--- src/shared/jsr_pkg.sv ---
// Contract
// - Status 0x01 bit 7 follows line-level load on tip contact.
// - Status 0x01 bit 6 follows line-level load on first ring contact.
// - Bits 5 and 4 report headphone load on tip and first ring.
// - Button press or release sets flag bit 2 and latches button code.
// - Reading address 0x01 clears the button flag.
// - Button flag sets only after debounce plus delay time.
// - Outside sleep, bit 1 shows whether the button or hook event was press or release.
// - On release, bit 1 clears 0.5 ms after the flag sets.
// - Status 0x02 bit 3 shows device reset since last read.
// - Two-bit common-contact field: none, second ring, sleeve, both.
// - Interrupt line goes low when an enabled status bit is set.
// - Mask bit 7 enables jack found, bit 6 configuration done.
// - Mask bit 5 enables slew done, bit 3 microphone; masks reset to 0.
// - Hook flag sets after bias low for debounce plus delay (debounce only in sleep); read clears.
// - Mask bit 1 enables the hook-switch interrupt.
package jsr_pkg;

    localparam logic [7:0] ADDR_UPPER_STATUS  = 8'h00;
    localparam logic [7:0] ADDR_LOAD_BUTTON   = 8'h01;
    localparam logic [7:0] ADDR_RESET_COMMON  = 8'h02;
    localparam logic [7:0] ADDR_SPARE_THREE   = 8'h03;
    localparam logic [7:0] ADDR_IRQ_EN_FIRST  = 8'h04;

    localparam int BIT_LINE_TIP      = 7;
    localparam int BIT_LINE_FIRST_RING_CONTACT    = 6;
    localparam int BIT_TIP_PHONE     = 5;
    localparam int BIT_FIRST_RING_CONTACT_PHONE   = 4;
    localparam int BIT_BUTTON_EVENT  = 2;
    localparam int BIT_PRESS         = 1;
    localparam int BIT_RESET_SEEN    = 3;
    localparam int BIT_JACK_FOUND    = 7;
    localparam int BIT_CONFIG_DONE   = 6;
    localparam int BIT_SLEW_DONE     = 5;
    localparam int BIT_MIC_PRESENT   = 3;
    localparam int BIT_JACK_SWITCH   = 2;
    localparam int BIT_HOOK_SWITCH   = 1;

    localparam logic [7:0] SPARE_RESET       = 8'h00;
    localparam logic [7:0] IRQ_EN_RESET      = 8'h00;
    localparam logic [7:0] IRQ_EN_WRITE_MASK = 8'hEE;
    localparam logic       RESET_SEEN_RESET  = 1'b1;

    localparam logic [1:0] COMMON_NONE   = 2'h0;
    localparam logic [1:0] COMMON_SECOND_RING_CONTACT  = 2'h1;
    localparam logic [1:0] COMMON_SLEEVE = 2'h2;
    localparam logic [1:0] COMMON_BOTH   = 2'h3;

    // Bus address of the register port; the value is arbitrary.
    localparam logic [6:0] DEV_ADDR = 7'h2A;

    localparam int CLK_PERIOD_NS    = 10;
    localparam int RELEASE_DELAY_NS = 500000;
    localparam int RELEASE_CYCLES   = RELEASE_DELAY_NS / CLK_PERIOD_NS;
    localparam int TIMER_W          = 16;
    localparam int QUAL_W           = 9;
    localparam int CODE_W           = 8;

    typedef struct packed {
        logic              line_tip;
        logic              line_first_ring_contact;
        logic              tip_phone_load_seen;
        logic              first_ring_contact_phone_load_seen;
        logic              jack_found;
        logic              config_done;
        logic              slew_done;
        logic              mic_present;
        logic              jack_switch;
        logic              button_down;
        logic              bias_low;
        logic              sleep;
        logic [1:0]        common_loc;
        logic [CODE_W-1:0] button_raw_code;
    } jsr_detect_t;

    typedef enum logic [2:0] {
        I2C_IDLE, I2C_ADDR, I2C_ACK, I2C_REG, I2C_WR, I2C_RD, I2C_RACK
    } jsr_i2c_st_t;

    typedef struct packed {
        logic              level;
        logic [QUAL_W-1:0] cnt;
        logic              event_p;
    } jsr_qual_t;

    typedef struct packed {
        logic s1;
        logic s2;
        logic s3;
        logic value;
    } jsr_sync_t;

endpackage : jsr_pkg

--- src/logic/jsr_sync.sv ---
module jsr_sync
    import jsr_pkg::*;
#(
    parameter logic IDLE_LEVEL = 1'b1
) (
    input  wire logic i_sys_clk,
    input  wire logic i_reset,
    input  wire logic i_pin,
    output logic      o_level
);
    jsr_sync_t q;
    jsr_sync_t d;

    // A change is taken only once the second and third stages agree.
    always_comb begin
        d    = q;
        d.s1 = i_pin;
        d.s2 = q.s1;
        d.s3 = q.s2;
        if (q.s2 == q.s3) begin
            d.value = q.s3;
        end
    end

    always_ff @(posedge i_sys_clk) begin
        if (i_reset) begin
            q <= {IDLE_LEVEL, IDLE_LEVEL, IDLE_LEVEL, IDLE_LEVEL};
        end else begin
            q <= d;
        end
    end

    assign o_level = q.value;

endmodule : jsr_sync

--- src/logic/jsr_key_qual.sv ---
module jsr_key_qual
    import jsr_pkg::*;
(
    input  wire logic              i_sys_clk,
    input  wire logic              i_reset,
    input  wire logic              i_level,
    input  wire logic              i_tick,
    input  wire logic [QUAL_W-1:0] i_target,
    output logic                   o_level,
    output logic                   o_event
);
    jsr_qual_t q;
    jsr_qual_t d;

    // A new level must hold until the target number of ticks has been counted before it is accepted.
    always_comb begin
        d         = q;
        d.event_p = 1'b0;
        if (i_level != q.level) begin
            if (q.cnt >= i_target) begin
                d.level   = i_level;
                d.cnt     = '0;
                d.event_p = 1'b1;
            end else if (i_tick) begin
                d.cnt = q.cnt + QUAL_W'(1);
            end
        end else begin
            d.cnt = '0;
        end
    end

    always_ff @(posedge i_sys_clk) begin
        if (i_reset) begin
            q <= '0;
        end else begin
            q <= d;
        end
    end

    assign o_level = q.level;
    assign o_event = q.event_p;

endmodule : jsr_key_qual

--- src/logic/jsr_regs.sv ---
module jsr_regs
    import jsr_pkg::*;
#(
    parameter int P_RELEASE_CYCLES = RELEASE_CYCLES
) (
    input  wire logic              i_sys_clk,
    input  wire logic              i_reset,
    input  wire logic              i_scl,
    input  wire logic              i_sda,
    output logic                   o_sda_out,
    output logic                   o_sda_oe,
    input  wire jsr_detect_t       i_detect,
    input  wire logic [7:0]        i_debounce_ticks,
    input  wire logic [7:0]        i_delay_ticks,
    input  wire logic              i_button_irq_enable,
    output logic                   o_irq_n,
    output logic [CODE_W-1:0]      o_button_code
);
    localparam logic [TIMER_W-1:0] RELEASE_LAST = TIMER_W'(P_RELEASE_CYCLES - 1);

    typedef struct packed {
        logic               scl_p;
        logic               sda_p;
        jsr_i2c_st_t        st;
        jsr_i2c_st_t        nxt;
        logic [7:0]         shift;
        logic [3:0]         bit_cnt;
        logic [7:0]         ptr;
        logic               more;
        logic               sda_oe;
        logic               sda_out;
        logic               irq_n;
        logic               button_flag;
        logic               hook_switch_flag;
        logic               press;
        logic               reset_seen;
        logic               rel_busy;
        logic [TIMER_W-1:0] rel_cnt;
        logic [TIMER_W-1:0] tick_cnt;
        logic               tick;
        logic [7:0]         spare;
        logic [7:0]         irq_enable;
        logic [CODE_W-1:0]  button_code;
    } jsr_regs_t;

    jsr_regs_t q;
    jsr_regs_t d;

    logic scl_s;
    logic sda_s;
    logic btn_level;
    logic btn_event;
    logic hook_level;
    logic hook_event;

    function automatic logic [QUAL_W-1:0] qual_target(input logic [7:0] deb,
                                                      input logic [7:0] dly,
                                                      input logic       skip_delay);
        logic [QUAL_W-1:0] sum;
        sum = {1'b0, deb};
        if (!skip_delay) begin
            sum = sum + {1'b0, dly};
        end
        return sum;
    endfunction : qual_target

    jsr_sync #(.IDLE_LEVEL(1'b1)) u_sync_scl (
        .i_sys_clk (i_sys_clk),
        .i_reset   (i_reset),
        .i_pin     (i_scl),
        .o_level   (scl_s)
    );

    jsr_sync #(.IDLE_LEVEL(1'b1)) u_sync_sda (
        .i_sys_clk (i_sys_clk),
        .i_reset   (i_reset),
        .i_pin     (i_sda),
        .o_level   (sda_s)
    );

    // The button waits for debounce plus delay before it counts.
    jsr_key_qual u_qual_button (
        .i_sys_clk (i_sys_clk),
        .i_reset   (i_reset),
        .i_level   (i_detect.button_down),
        .i_tick    (q.tick),
        .i_target  (qual_target(i_debounce_ticks, i_delay_ticks, 1'b0)),
        .o_level   (btn_level),
        .o_event   (btn_event)
    );

    // In sleep the hook switch skips the delay part of its wait.
    jsr_key_qual u_qual_hook (
        .i_sys_clk (i_sys_clk),
        .i_reset   (i_reset),
        .i_level   (i_detect.bias_low),
        .i_tick    (q.tick),
        .i_target  (qual_target(i_debounce_ticks, i_delay_ticks, i_detect.sleep)),
        .o_level   (hook_level),
        .o_event   (hook_event)
    );

    logic [7:0] upper_byte;
    logic [7:0] load_byte;
    logic [7:0] common_byte;
    logic [7:0] rd_data;
    logic       rd_en;
    logic       wr_en;
    logic       start_cond;
    logic       stop_cond;
    logic       scl_rise;
    logic       scl_fall;
    logic       irq_cause;

    always_comb begin
        upper_byte                   = 8'h00;
        upper_byte[BIT_JACK_FOUND]   = i_detect.jack_found;
        upper_byte[BIT_CONFIG_DONE]  = i_detect.config_done;
        upper_byte[BIT_SLEW_DONE]    = i_detect.slew_done;
        upper_byte[BIT_MIC_PRESENT]  = i_detect.mic_present;
        upper_byte[BIT_JACK_SWITCH]  = i_detect.jack_switch;
        upper_byte[BIT_HOOK_SWITCH]  = q.hook_switch_flag;

        load_byte                    = 8'h00;
        load_byte[BIT_LINE_TIP]      = i_detect.line_tip;
        load_byte[BIT_LINE_FIRST_RING_CONTACT]    = i_detect.line_first_ring_contact;
        load_byte[BIT_TIP_PHONE]     = i_detect.tip_phone_load_seen;
        load_byte[BIT_FIRST_RING_CONTACT_PHONE]   = i_detect.first_ring_contact_phone_load_seen;
        load_byte[BIT_BUTTON_EVENT]  = q.button_flag;
        load_byte[BIT_PRESS]         = q.press;

        common_byte                  = 8'h00;
        common_byte[BIT_RESET_SEEN]  = q.reset_seen;
        common_byte[1:0]             = i_detect.common_loc;

        case (q.ptr)
            ADDR_UPPER_STATUS: rd_data = upper_byte;
            ADDR_LOAD_BUTTON:  rd_data = load_byte;
            ADDR_RESET_COMMON: rd_data = common_byte;
            ADDR_SPARE_THREE:  rd_data = q.spare;
            ADDR_IRQ_EN_FIRST: rd_data = q.irq_enable;
            default:           rd_data = 8'h00;
        endcase
    end

    always_comb begin
        d          = q;
        rd_en      = 1'b0;
        wr_en      = 1'b0;
        d.scl_p    = scl_s;
        d.sda_p    = sda_s;
        d.sda_out  = 1'b0;
        start_cond = scl_s && q.scl_p && q.sda_p && !sda_s;
        stop_cond  = scl_s && q.scl_p && !q.sda_p && sda_s;
        scl_rise   = scl_s && !q.scl_p;
        scl_fall   = !scl_s && q.scl_p;

        // The half-millisecond tick paces debounce and delay; release runs its own counter of the same length.
        d.tick = 1'b0;
        if (q.tick_cnt == RELEASE_LAST) begin
            d.tick_cnt = '0;
            d.tick     = 1'b1;
        end else begin
            d.tick_cnt = q.tick_cnt + TIMER_W'(1);
        end

        if (start_cond) begin
            d.st      = I2C_ADDR;
            d.bit_cnt = 4'h0;
            d.sda_oe  = 1'b0;
        end else if (stop_cond) begin
            d.st     = I2C_IDLE;
            d.sda_oe = 1'b0;
        end else if (scl_rise) begin
            case (q.st)
                I2C_ADDR, I2C_REG, I2C_WR: begin
                    d.shift   = {q.shift[6:0], sda_s};
                    d.bit_cnt = q.bit_cnt + 4'h1;
                end
                I2C_RACK: d.more = !sda_s;
                default:  ;
            endcase
        end else if (scl_fall) begin
            case (q.st)
                I2C_ADDR: begin
                    if (q.bit_cnt == 4'h8) begin
                        if (q.shift[7:1] == DEV_ADDR) begin
                            d.sda_oe = 1'b1;
                            d.nxt    = q.shift[0] ? I2C_RD : I2C_REG;
                            d.st     = I2C_ACK;
                        end else begin
                            d.st = I2C_IDLE;
                        end
                    end
                end
                I2C_REG: begin
                    if (q.bit_cnt == 4'h8) begin
                        d.ptr    = q.shift;
                        d.sda_oe = 1'b1;
                        d.nxt    = I2C_WR;
                        d.st     = I2C_ACK;
                    end
                end
                I2C_WR: begin
                    if (q.bit_cnt == 4'h8) begin
                        wr_en    = 1'b1;
                        d.ptr    = q.ptr + 8'h01;
                        d.sda_oe = 1'b1;
                        d.nxt    = I2C_WR;
                        d.st     = I2C_ACK;
                    end
                end
                I2C_ACK: begin
                    d.bit_cnt = 4'h0;
                    if (q.nxt == I2C_RD) begin
                        rd_en = 1'b1;
                    end else begin
                        d.sda_oe = 1'b0;
                        d.st     = q.nxt;
                    end
                end
                I2C_RD: begin
                    if (q.bit_cnt == 4'h7) begin
                        d.sda_oe = 1'b0;
                        d.st     = I2C_RACK;
                    end else begin
                        d.shift   = {q.shift[6:0], 1'b0};
                        d.sda_oe  = !q.shift[6];
                        d.bit_cnt = q.bit_cnt + 4'h1;
                    end
                end
                I2C_RACK: begin
                    if (q.more) begin
                        rd_en = 1'b1;
                    end else begin
                        d.st = I2C_IDLE;
                    end
                end
                default: d.st = I2C_IDLE;
            endcase
        end

        if (rd_en) begin
            d.shift   = rd_data;
            d.sda_oe  = !rd_data[7];
            d.bit_cnt = 4'h0;
            d.st      = I2C_RD;
            d.ptr     = q.ptr + 8'h01;
            case (q.ptr)
                ADDR_UPPER_STATUS: d.hook_switch_flag = 1'b0;
                ADDR_LOAD_BUTTON:  d.button_flag      = 1'b0;
                ADDR_RESET_COMMON: d.reset_seen       = 1'b0;
                default:           ;
            endcase
        end

        // Only the spare and enable registers take writes; status writes are dropped.
        if (wr_en) begin
            case (q.ptr)
                ADDR_SPARE_THREE:  d.spare      = q.shift;
                ADDR_IRQ_EN_FIRST: d.irq_enable = q.shift & IRQ_EN_WRITE_MASK;
                default:           ;
            endcase
        end

        if (q.rel_busy) begin
            if (q.rel_cnt == RELEASE_LAST) begin
                d.press    = 1'b0;
                d.rel_busy = 1'b0;
            end else begin
                d.rel_cnt = q.rel_cnt + TIMER_W'(1);
            end
        end

        // Events are applied after the read clears so that a set always wins.
        if (btn_event) begin
            d.button_flag = 1'b1;
            d.button_code = i_detect.button_raw_code;
        end
        if (hook_event && hook_level) begin
            d.hook_switch_flag = 1'b1;
        end
        if ((btn_event && btn_level) || (hook_event && hook_level)) begin
            d.rel_busy = 1'b0;
            if (!i_detect.sleep) begin
                d.press = 1'b1;
            end
        end else if ((btn_event && !btn_level) || (hook_event && !hook_level)) begin
            d.rel_busy = q.press;
            d.rel_cnt  = '0;
        end

        irq_cause = |(q.irq_enable & upper_byte)
                  | (q.button_flag & i_button_irq_enable)
                  | q.reset_seen;
        d.irq_n   = !irq_cause;
    end

    always_ff @(posedge i_sys_clk) begin
        if (i_reset) begin
            q            <= '0;
            q.scl_p      <= 1'b1;
            q.sda_p      <= 1'b1;
            q.st         <= I2C_IDLE;
            q.nxt        <= I2C_IDLE;
            q.irq_n      <= 1'b1;
            q.reset_seen <= RESET_SEEN_RESET;
            q.spare      <= SPARE_RESET;
            q.irq_enable <= IRQ_EN_RESET;
        end else begin
            q <= d;
        end
    end

    assign o_sda_out     = q.sda_out;
    assign o_sda_oe      = q.sda_oe;
    assign o_irq_n       = q.irq_n;
    assign o_button_code = q.button_code;

endmodule : jsr_regs

--- config.mk ---
export PLATFORM = sky130hd
export DESIGN_NAME = jsr_regs
export DESIGN_NICKNAME = d
export VERILOG_FILES = /design/src/shared/jsr_pkg.sv /design/src/logic/jsr_sync.sv /design/src/logic/jsr_key_qual.sv /design/src/logic/jsr_regs.sv
export SDC_FILE = /design/constraint.sdc
export NUM_CORES = 1
export LEC_CHECK = 0
export ABC_AREA = 1
export BUFFER_PORTS_ARGS = -buffer_cell sky130_fd_sc_hd__clkbuf_2
export CAP_MARGIN = 40
export CORE_MARGIN = 3
export CORE_UTILIZATION = 50
export CTS_BUF_LIST = sky130_fd_sc_hd__clkbuf_4 sky130_fd_sc_hd__clkbuf_8
export CTS_CLUSTER_DIAMETER = 50
export DETAILED_ROUTE_END_ITERATION = 8
export PLACE_DENSITY = 0.71
export REMOVE_ABC_BUFFERS = 1
export SYNTH_ARGS = -nofsm -noshare
export SYNTH_HDL_FRONTEND = slang
export SYNTH_SLANG_ARGS = --single-unit
export TNS_END_PERCENT = 1
--- constraint.sdc ---
create_clock -name i_sys_clk -period 2.7 [get_ports i_sys_clk]
set_input_delay 0.27 -clock i_sys_clk [delete_from_list [all_inputs] [get_ports i_sys_clk]]
set_output_delay 0.27 -clock i_sys_clk [all_outputs]
set_load 0.01 [all_outputs]
==> impl_metrics.py <==
metrics = {
    "synthesis": {
        "async_reset_ff_share_pct": 0,
        "yosysWarnings": 0,
        "yosysUniqueCellTypes": 50,
        "synthFlopType": "sky130_fd_sc_hd__dfxtp_1",
        "number_of_flops_mapped_to_enable_cells_by_yosys": 0,
        "synth.top_cells.by_area": "sky130_fd_sc_hd__dfxtp_1 (34%), sky130_fd_sc_hd__nand2_1 (11%), sky130_fd_sc_hd__nor2_1 (8.8%), sky130_fd_sc_hd__ha_1 (7.1%), sky130_fd_sc_hd__nand3_1 (5.1%)",
        "synth_top_area_cell": "sky130_fd_sc_hd__dfxtp_1",
        "synthMostInstantiatedCell": "sky130_fd_sc_hd__nand2_1",
        "synthesis.area_per_instance_sq_um": 6.978,
        "syn_inst": 1035,
        "ys_top_cells_by_count": "sky130_fd_sc_hd__nand2_1 (214), sky130_fd_sc_hd__nor2_1 (169), sky130_fd_sc_hd__dfxtp_1 (121)",
        "synth_seq_area_share_pct": 33.54,
        "netlist.area_leader.share_pct": 33.54,
        "synth_area_sq_um": 7222,
        "ys_seq_elements": 121,
    },
    "worst_setup_path": {
        "setup.worst_path.end_class": "register",
        "critical_path.startpoint_type": "input pin",
        "worst_path_dominant_cell_family": "adder cells",
        "reg2reg_slack_ns": 0.45,
        "critical_path_buf_inv_count": 3,
        "crit_path_max_incr_delay_ns": 0.39,
        "timing.critical_path.slowest_stage_cell": "sky130_fd_sc_hd__fa_1",
        "worst-path-max-fanout": 8,
        "timing_worst_setup_path_type": "in -> reg",
        "worstPathCellList": "clkbuf_2 -> ha_1 -> inv_1 -> fa_1 -> o21ai_0 -> buf_4 -> nand2_1 -> nand2_1 -> a21oi_1 -> nand2_1 -> nand2_1 -> nand2_1 -> nand2_1 -> ha_1 -> a21oi_1 -> o21a_1 -> nand4_1 -> or2_4 -> a21oi_1",
        "worst-endpoint-arrival_ns": 2.85,
        "cp_data_required_time_ns": 3.07,
        "crit_top_cell": "sky130_fd_sc_hd__nand2_1",
    },
    "sta": {
        "final_hold_viol_count": 0,
        "fin_ws_ns": 0.2234,
        "final_worst_path_period_need_ns": 2.477,
        "worst_hold_slack_ns": 0.05755,
        "final.period_utilization_pct": 91.73,
        "finalSetupViolCount": 0,
        "fin_worst_skew_ns": 0.01622,
        "clock.fmax_mhz": 403.8,
        "worst_slew_margin_rel_pct": 56.26,
        "slew_viol_final": 0,
        "grt_setup_unrepaired": "false",
        "worstMarginPinSlew_ns": 0.6554,
    },
    "floorplanning": {
        "floorplan.die.height_um": 126.2,
        "starting_density_of_the_core_pct": 51.63,
        "chipWidth_um": 126.2,
        "area_of_the_core_region_sq_um": 13990,
        "boundaryPins": 54,
        "floorplan.rows": 43,
        "die_area_sq_um": 15920,
    },
    "final_layout": {
        "finish.instance_area_sq_um": 8050,
        "multiInputGateArea_sq_um": 4210,
        "layout-area-overhead-vs-synth_pct": 11.47,
        "fin_nets": 1172,
        "diodes": 0,
        "layoutNonFillerInstCount": 1280,
        "drive_above_1_share_pct": 14.64,
        "filler_cell_count": 1372,
        "area_taken_by_flip_flops_and_latches_sq_um": 2422,
    },
    "grt": {
        "via_count_of_the_first_global_routing_pass": 6363,
        "grt_start_max_net_pins": 30,
        "grt_overflow": 0,
        "grt_first_pass_wirelength_um": 28410,
        "initial_antenna_violation_count": 0,
        "globalRouteTotalUtil_pct": 21.25,
    },
    "run_status": {
        "status": "finished clean",
    },
    "clocking": {
        "clock_latency_ns": 0.44,
        "ctsLongestPathBuffers": 2,
        "cts_num_sinks": 121,
        "tritoncts_clock_tree": "done",
        "number_of_setup_buffers_added_after_cts": 0,
        "clock_root_buffer_master": "sky130_fd_sc_hd__clkbuf_8",
        "cts-buffers-inserted": 17,
        "htree_num_levels": 4,
        "cts.reportedPaths.clkPinSlew_ns": 0.08,
    },
    "route": {
        "routed_wirelength_um": 16370,
        "drt-initial-drc-count": 584,
        "antenna_violating_nets_post_route": 0,
        "routed_via_density": 5.185,
        "dr.pass1.iters": 5,
        "drc": 0,
        "routed-via-count": 6637,
        "wl_per_cell_um": 12.79,
    },
    "placed_design": {
        "dpl_worst_slack_ns": -0.2976,
        "placedInstanceArea_sq_um": 7590,
        "placed_cells": 1246,
        "hpwl_um": 12130,
        "gp_congestion": 0.9074,
        "count_of_buffers_from_port_buffering": 52,
    },
    "pwr": {
        "power.leakage_nw": 3.508,
        "max-vdd-ir-drop_mv": 0.4990,
        "power_density_nw_per_um2": 478.0,
        "power.total_w": 0.003848,
    },
    "flow_run": {
        "max_cap_violations": 0,
    },
    "hold_path": {
        "worstHoldPathType": "in -> reg",
    },
}
==> state kept, by name, indices dropped and copies added (netlist names), 2 cells and up <==
signal           cells
o_button_code        8
load_byte            2
u_sync_scl.d         2
u_qual_button.q      9
u_qual_hook.q        9
u_sync_sda.d         2
q                   78
==> per-layer routing <==
metal	up-vias	GRT usage (%)	share of wire, %
met5	-	0	0
met4	0	7.192	1.8
met3	28	4.962	4.5
met2	141	35.46	47
met1	2995	27.10	46
li1	3473	-	-
==> metrics by stage <==
step	setup TNS, ns	utilization (%)
after floorplan	-0.5586	-
after global placement	-3.715	54.26
after detailed placement	-4.580	54.26
after CTS	0	57.53
after global routing	0	57.55
final	0	57.55
==> repair_timing <==
item | 4_1_cts | 5_1_grt
endpoints found under the hold margin | 2 | 0
resized for setup | 0 | 1
hold buffers | 2 | 0
setup endpoints to repair | 0 | 7
==> cells in the final DEF (no fill, tap or decap), types with 3 or more instances in the layout <==
| cell | count |
|---|---|
| sky130_fd_sc_hd__nand2_1 | 214 |
| sky130_fd_sc_hd__nor2_1 | 169 |
| sky130_fd_sc_hd__dfxtp_1 | 121 |
| sky130_fd_sc_hd__inv_1 | 90 |
| sky130_fd_sc_hd__nand3_1 | 74 |
| sky130_fd_sc_hd__o21ai_0 | 56 |
| sky130_fd_sc_hd__a21oi_1 | 54 |
| sky130_fd_sc_hd__clkbuf_2 | 52 |
| sky130_fd_sc_hd__ha_1 | 41 |
| sky130_fd_sc_hd__xor2_1 | 28 |
| sky130_fd_sc_hd__nand4_1 | 22 |
| sky130_fd_sc_hd__clkbuf_8 | 21 |
| sky130_fd_sc_hd__or2_2 | 14 |
| sky130_fd_sc_hd__xnor2_1 | 13 |
| sky130_fd_sc_hd__a211oi_1 | 13 |
| sky130_fd_sc_hd__buf_4 | 13 |
| sky130_fd_sc_hd__nor3_1 | 12 |
| sky130_fd_sc_hd__nand2_2 | 9 |
| sky130_fd_sc_hd__inv_2 | 8 |
| sky130_fd_sc_hd__nand3_2 | 8 |
| sky130_fd_sc_hd__nor2_4 | 5 |
| sky130_fd_sc_hd__nor2_2 | 5 |
| sky130_fd_sc_hd__o21ai_1 | 4 |
| sky130_fd_sc_hd__and3_1 | 4 |
| sky130_fd_sc_hd__a21oi_2 | 3 |
| sky130_fd_sc_hd__nand3b_1 | 3 |
| sky130_fd_sc_hd__nor4_1 | 3 |
| sky130_fd_sc_hd__clkinv_2 | 3 |
| sky130_fd_sc_hd__clkinv_4 | 3 |
| sky130_fd_sc_hd__bufinv_16 | 3 |
==> final cells by class <==
class                   count  area share [%]
clock buffers              22           3.684
clock inverters            10           1.756
inverters                 100           4.678
multi-input cells         780           52.30
flip-flops and latches    121           30.09
well taps                 180           2.798
repair buffers             67           4.694
==> worst reg2reg max path: stages (launching register included) <==
cell and delay [ns]:
sky130_fd_sc_hd__dfxtp_1 0.38, sky130_fd_sc_hd__inv_1 0.08, sky130_fd_sc_hd__ha_1 0.27, sky130_fd_sc_hd__inv_1 0.17, sky130_fd_sc_hd__nand2_2 0.12, sky130_fd_sc_hd__nor2_2 0.16
sky130_fd_sc_hd__nand3_4 0.21, sky130_fd_sc_hd__clkinv_1 0.26, sky130_fd_sc_hd__nand2_1 0.14, sky130_fd_sc_hd__a21oi_1 0.24, sky130_fd_sc_hd__nor2_1 0.07, sky130_fd_sc_hd__nor2_1 0.09
==> power breakdown <==
group | switching (W) | internal (W)
sequential | 0.00000704 | 0.00179
clock | 0.000735 | 0.00102
combinational | 0.000166 | 0.000123
total | 0.000908 | 0.00294
==> logic make-up after synthesis <==
logic type	count (synthesis)	synth area share [%]
AO/OA/AOI/OAI	147	11.69
flip-flops	121	33.54
buffers and inverters	134	8.194
other	1	0.05193
AND/OR/NAND/NOR	548	34.03
adder cells (fa/ha/maj)	42	7.380
multiplexers	1	0.1386
XOR/XNOR	41	4.972
==> final timing paths <==
path,cells past startpoint,endpoint,startpoint
max,19,u_qual_hook.q[2]$_SDFFE_PP0P_,i_debounce_ticks[0]
max reg2reg,11,q[78]$_SDFFE_PP0P_,q[93]$_SDFF_PP1_
min reg2reg,1,u_sync_scl.d[1]$_SDFF_PP1_,u_sync_scl.d[2]$_SDFF_PP1_
min,3,o_button_code[3]$_SDFFE_PP0P_,i_detect[3]
No activity file was read; power rests on OpenSTA's default activity.
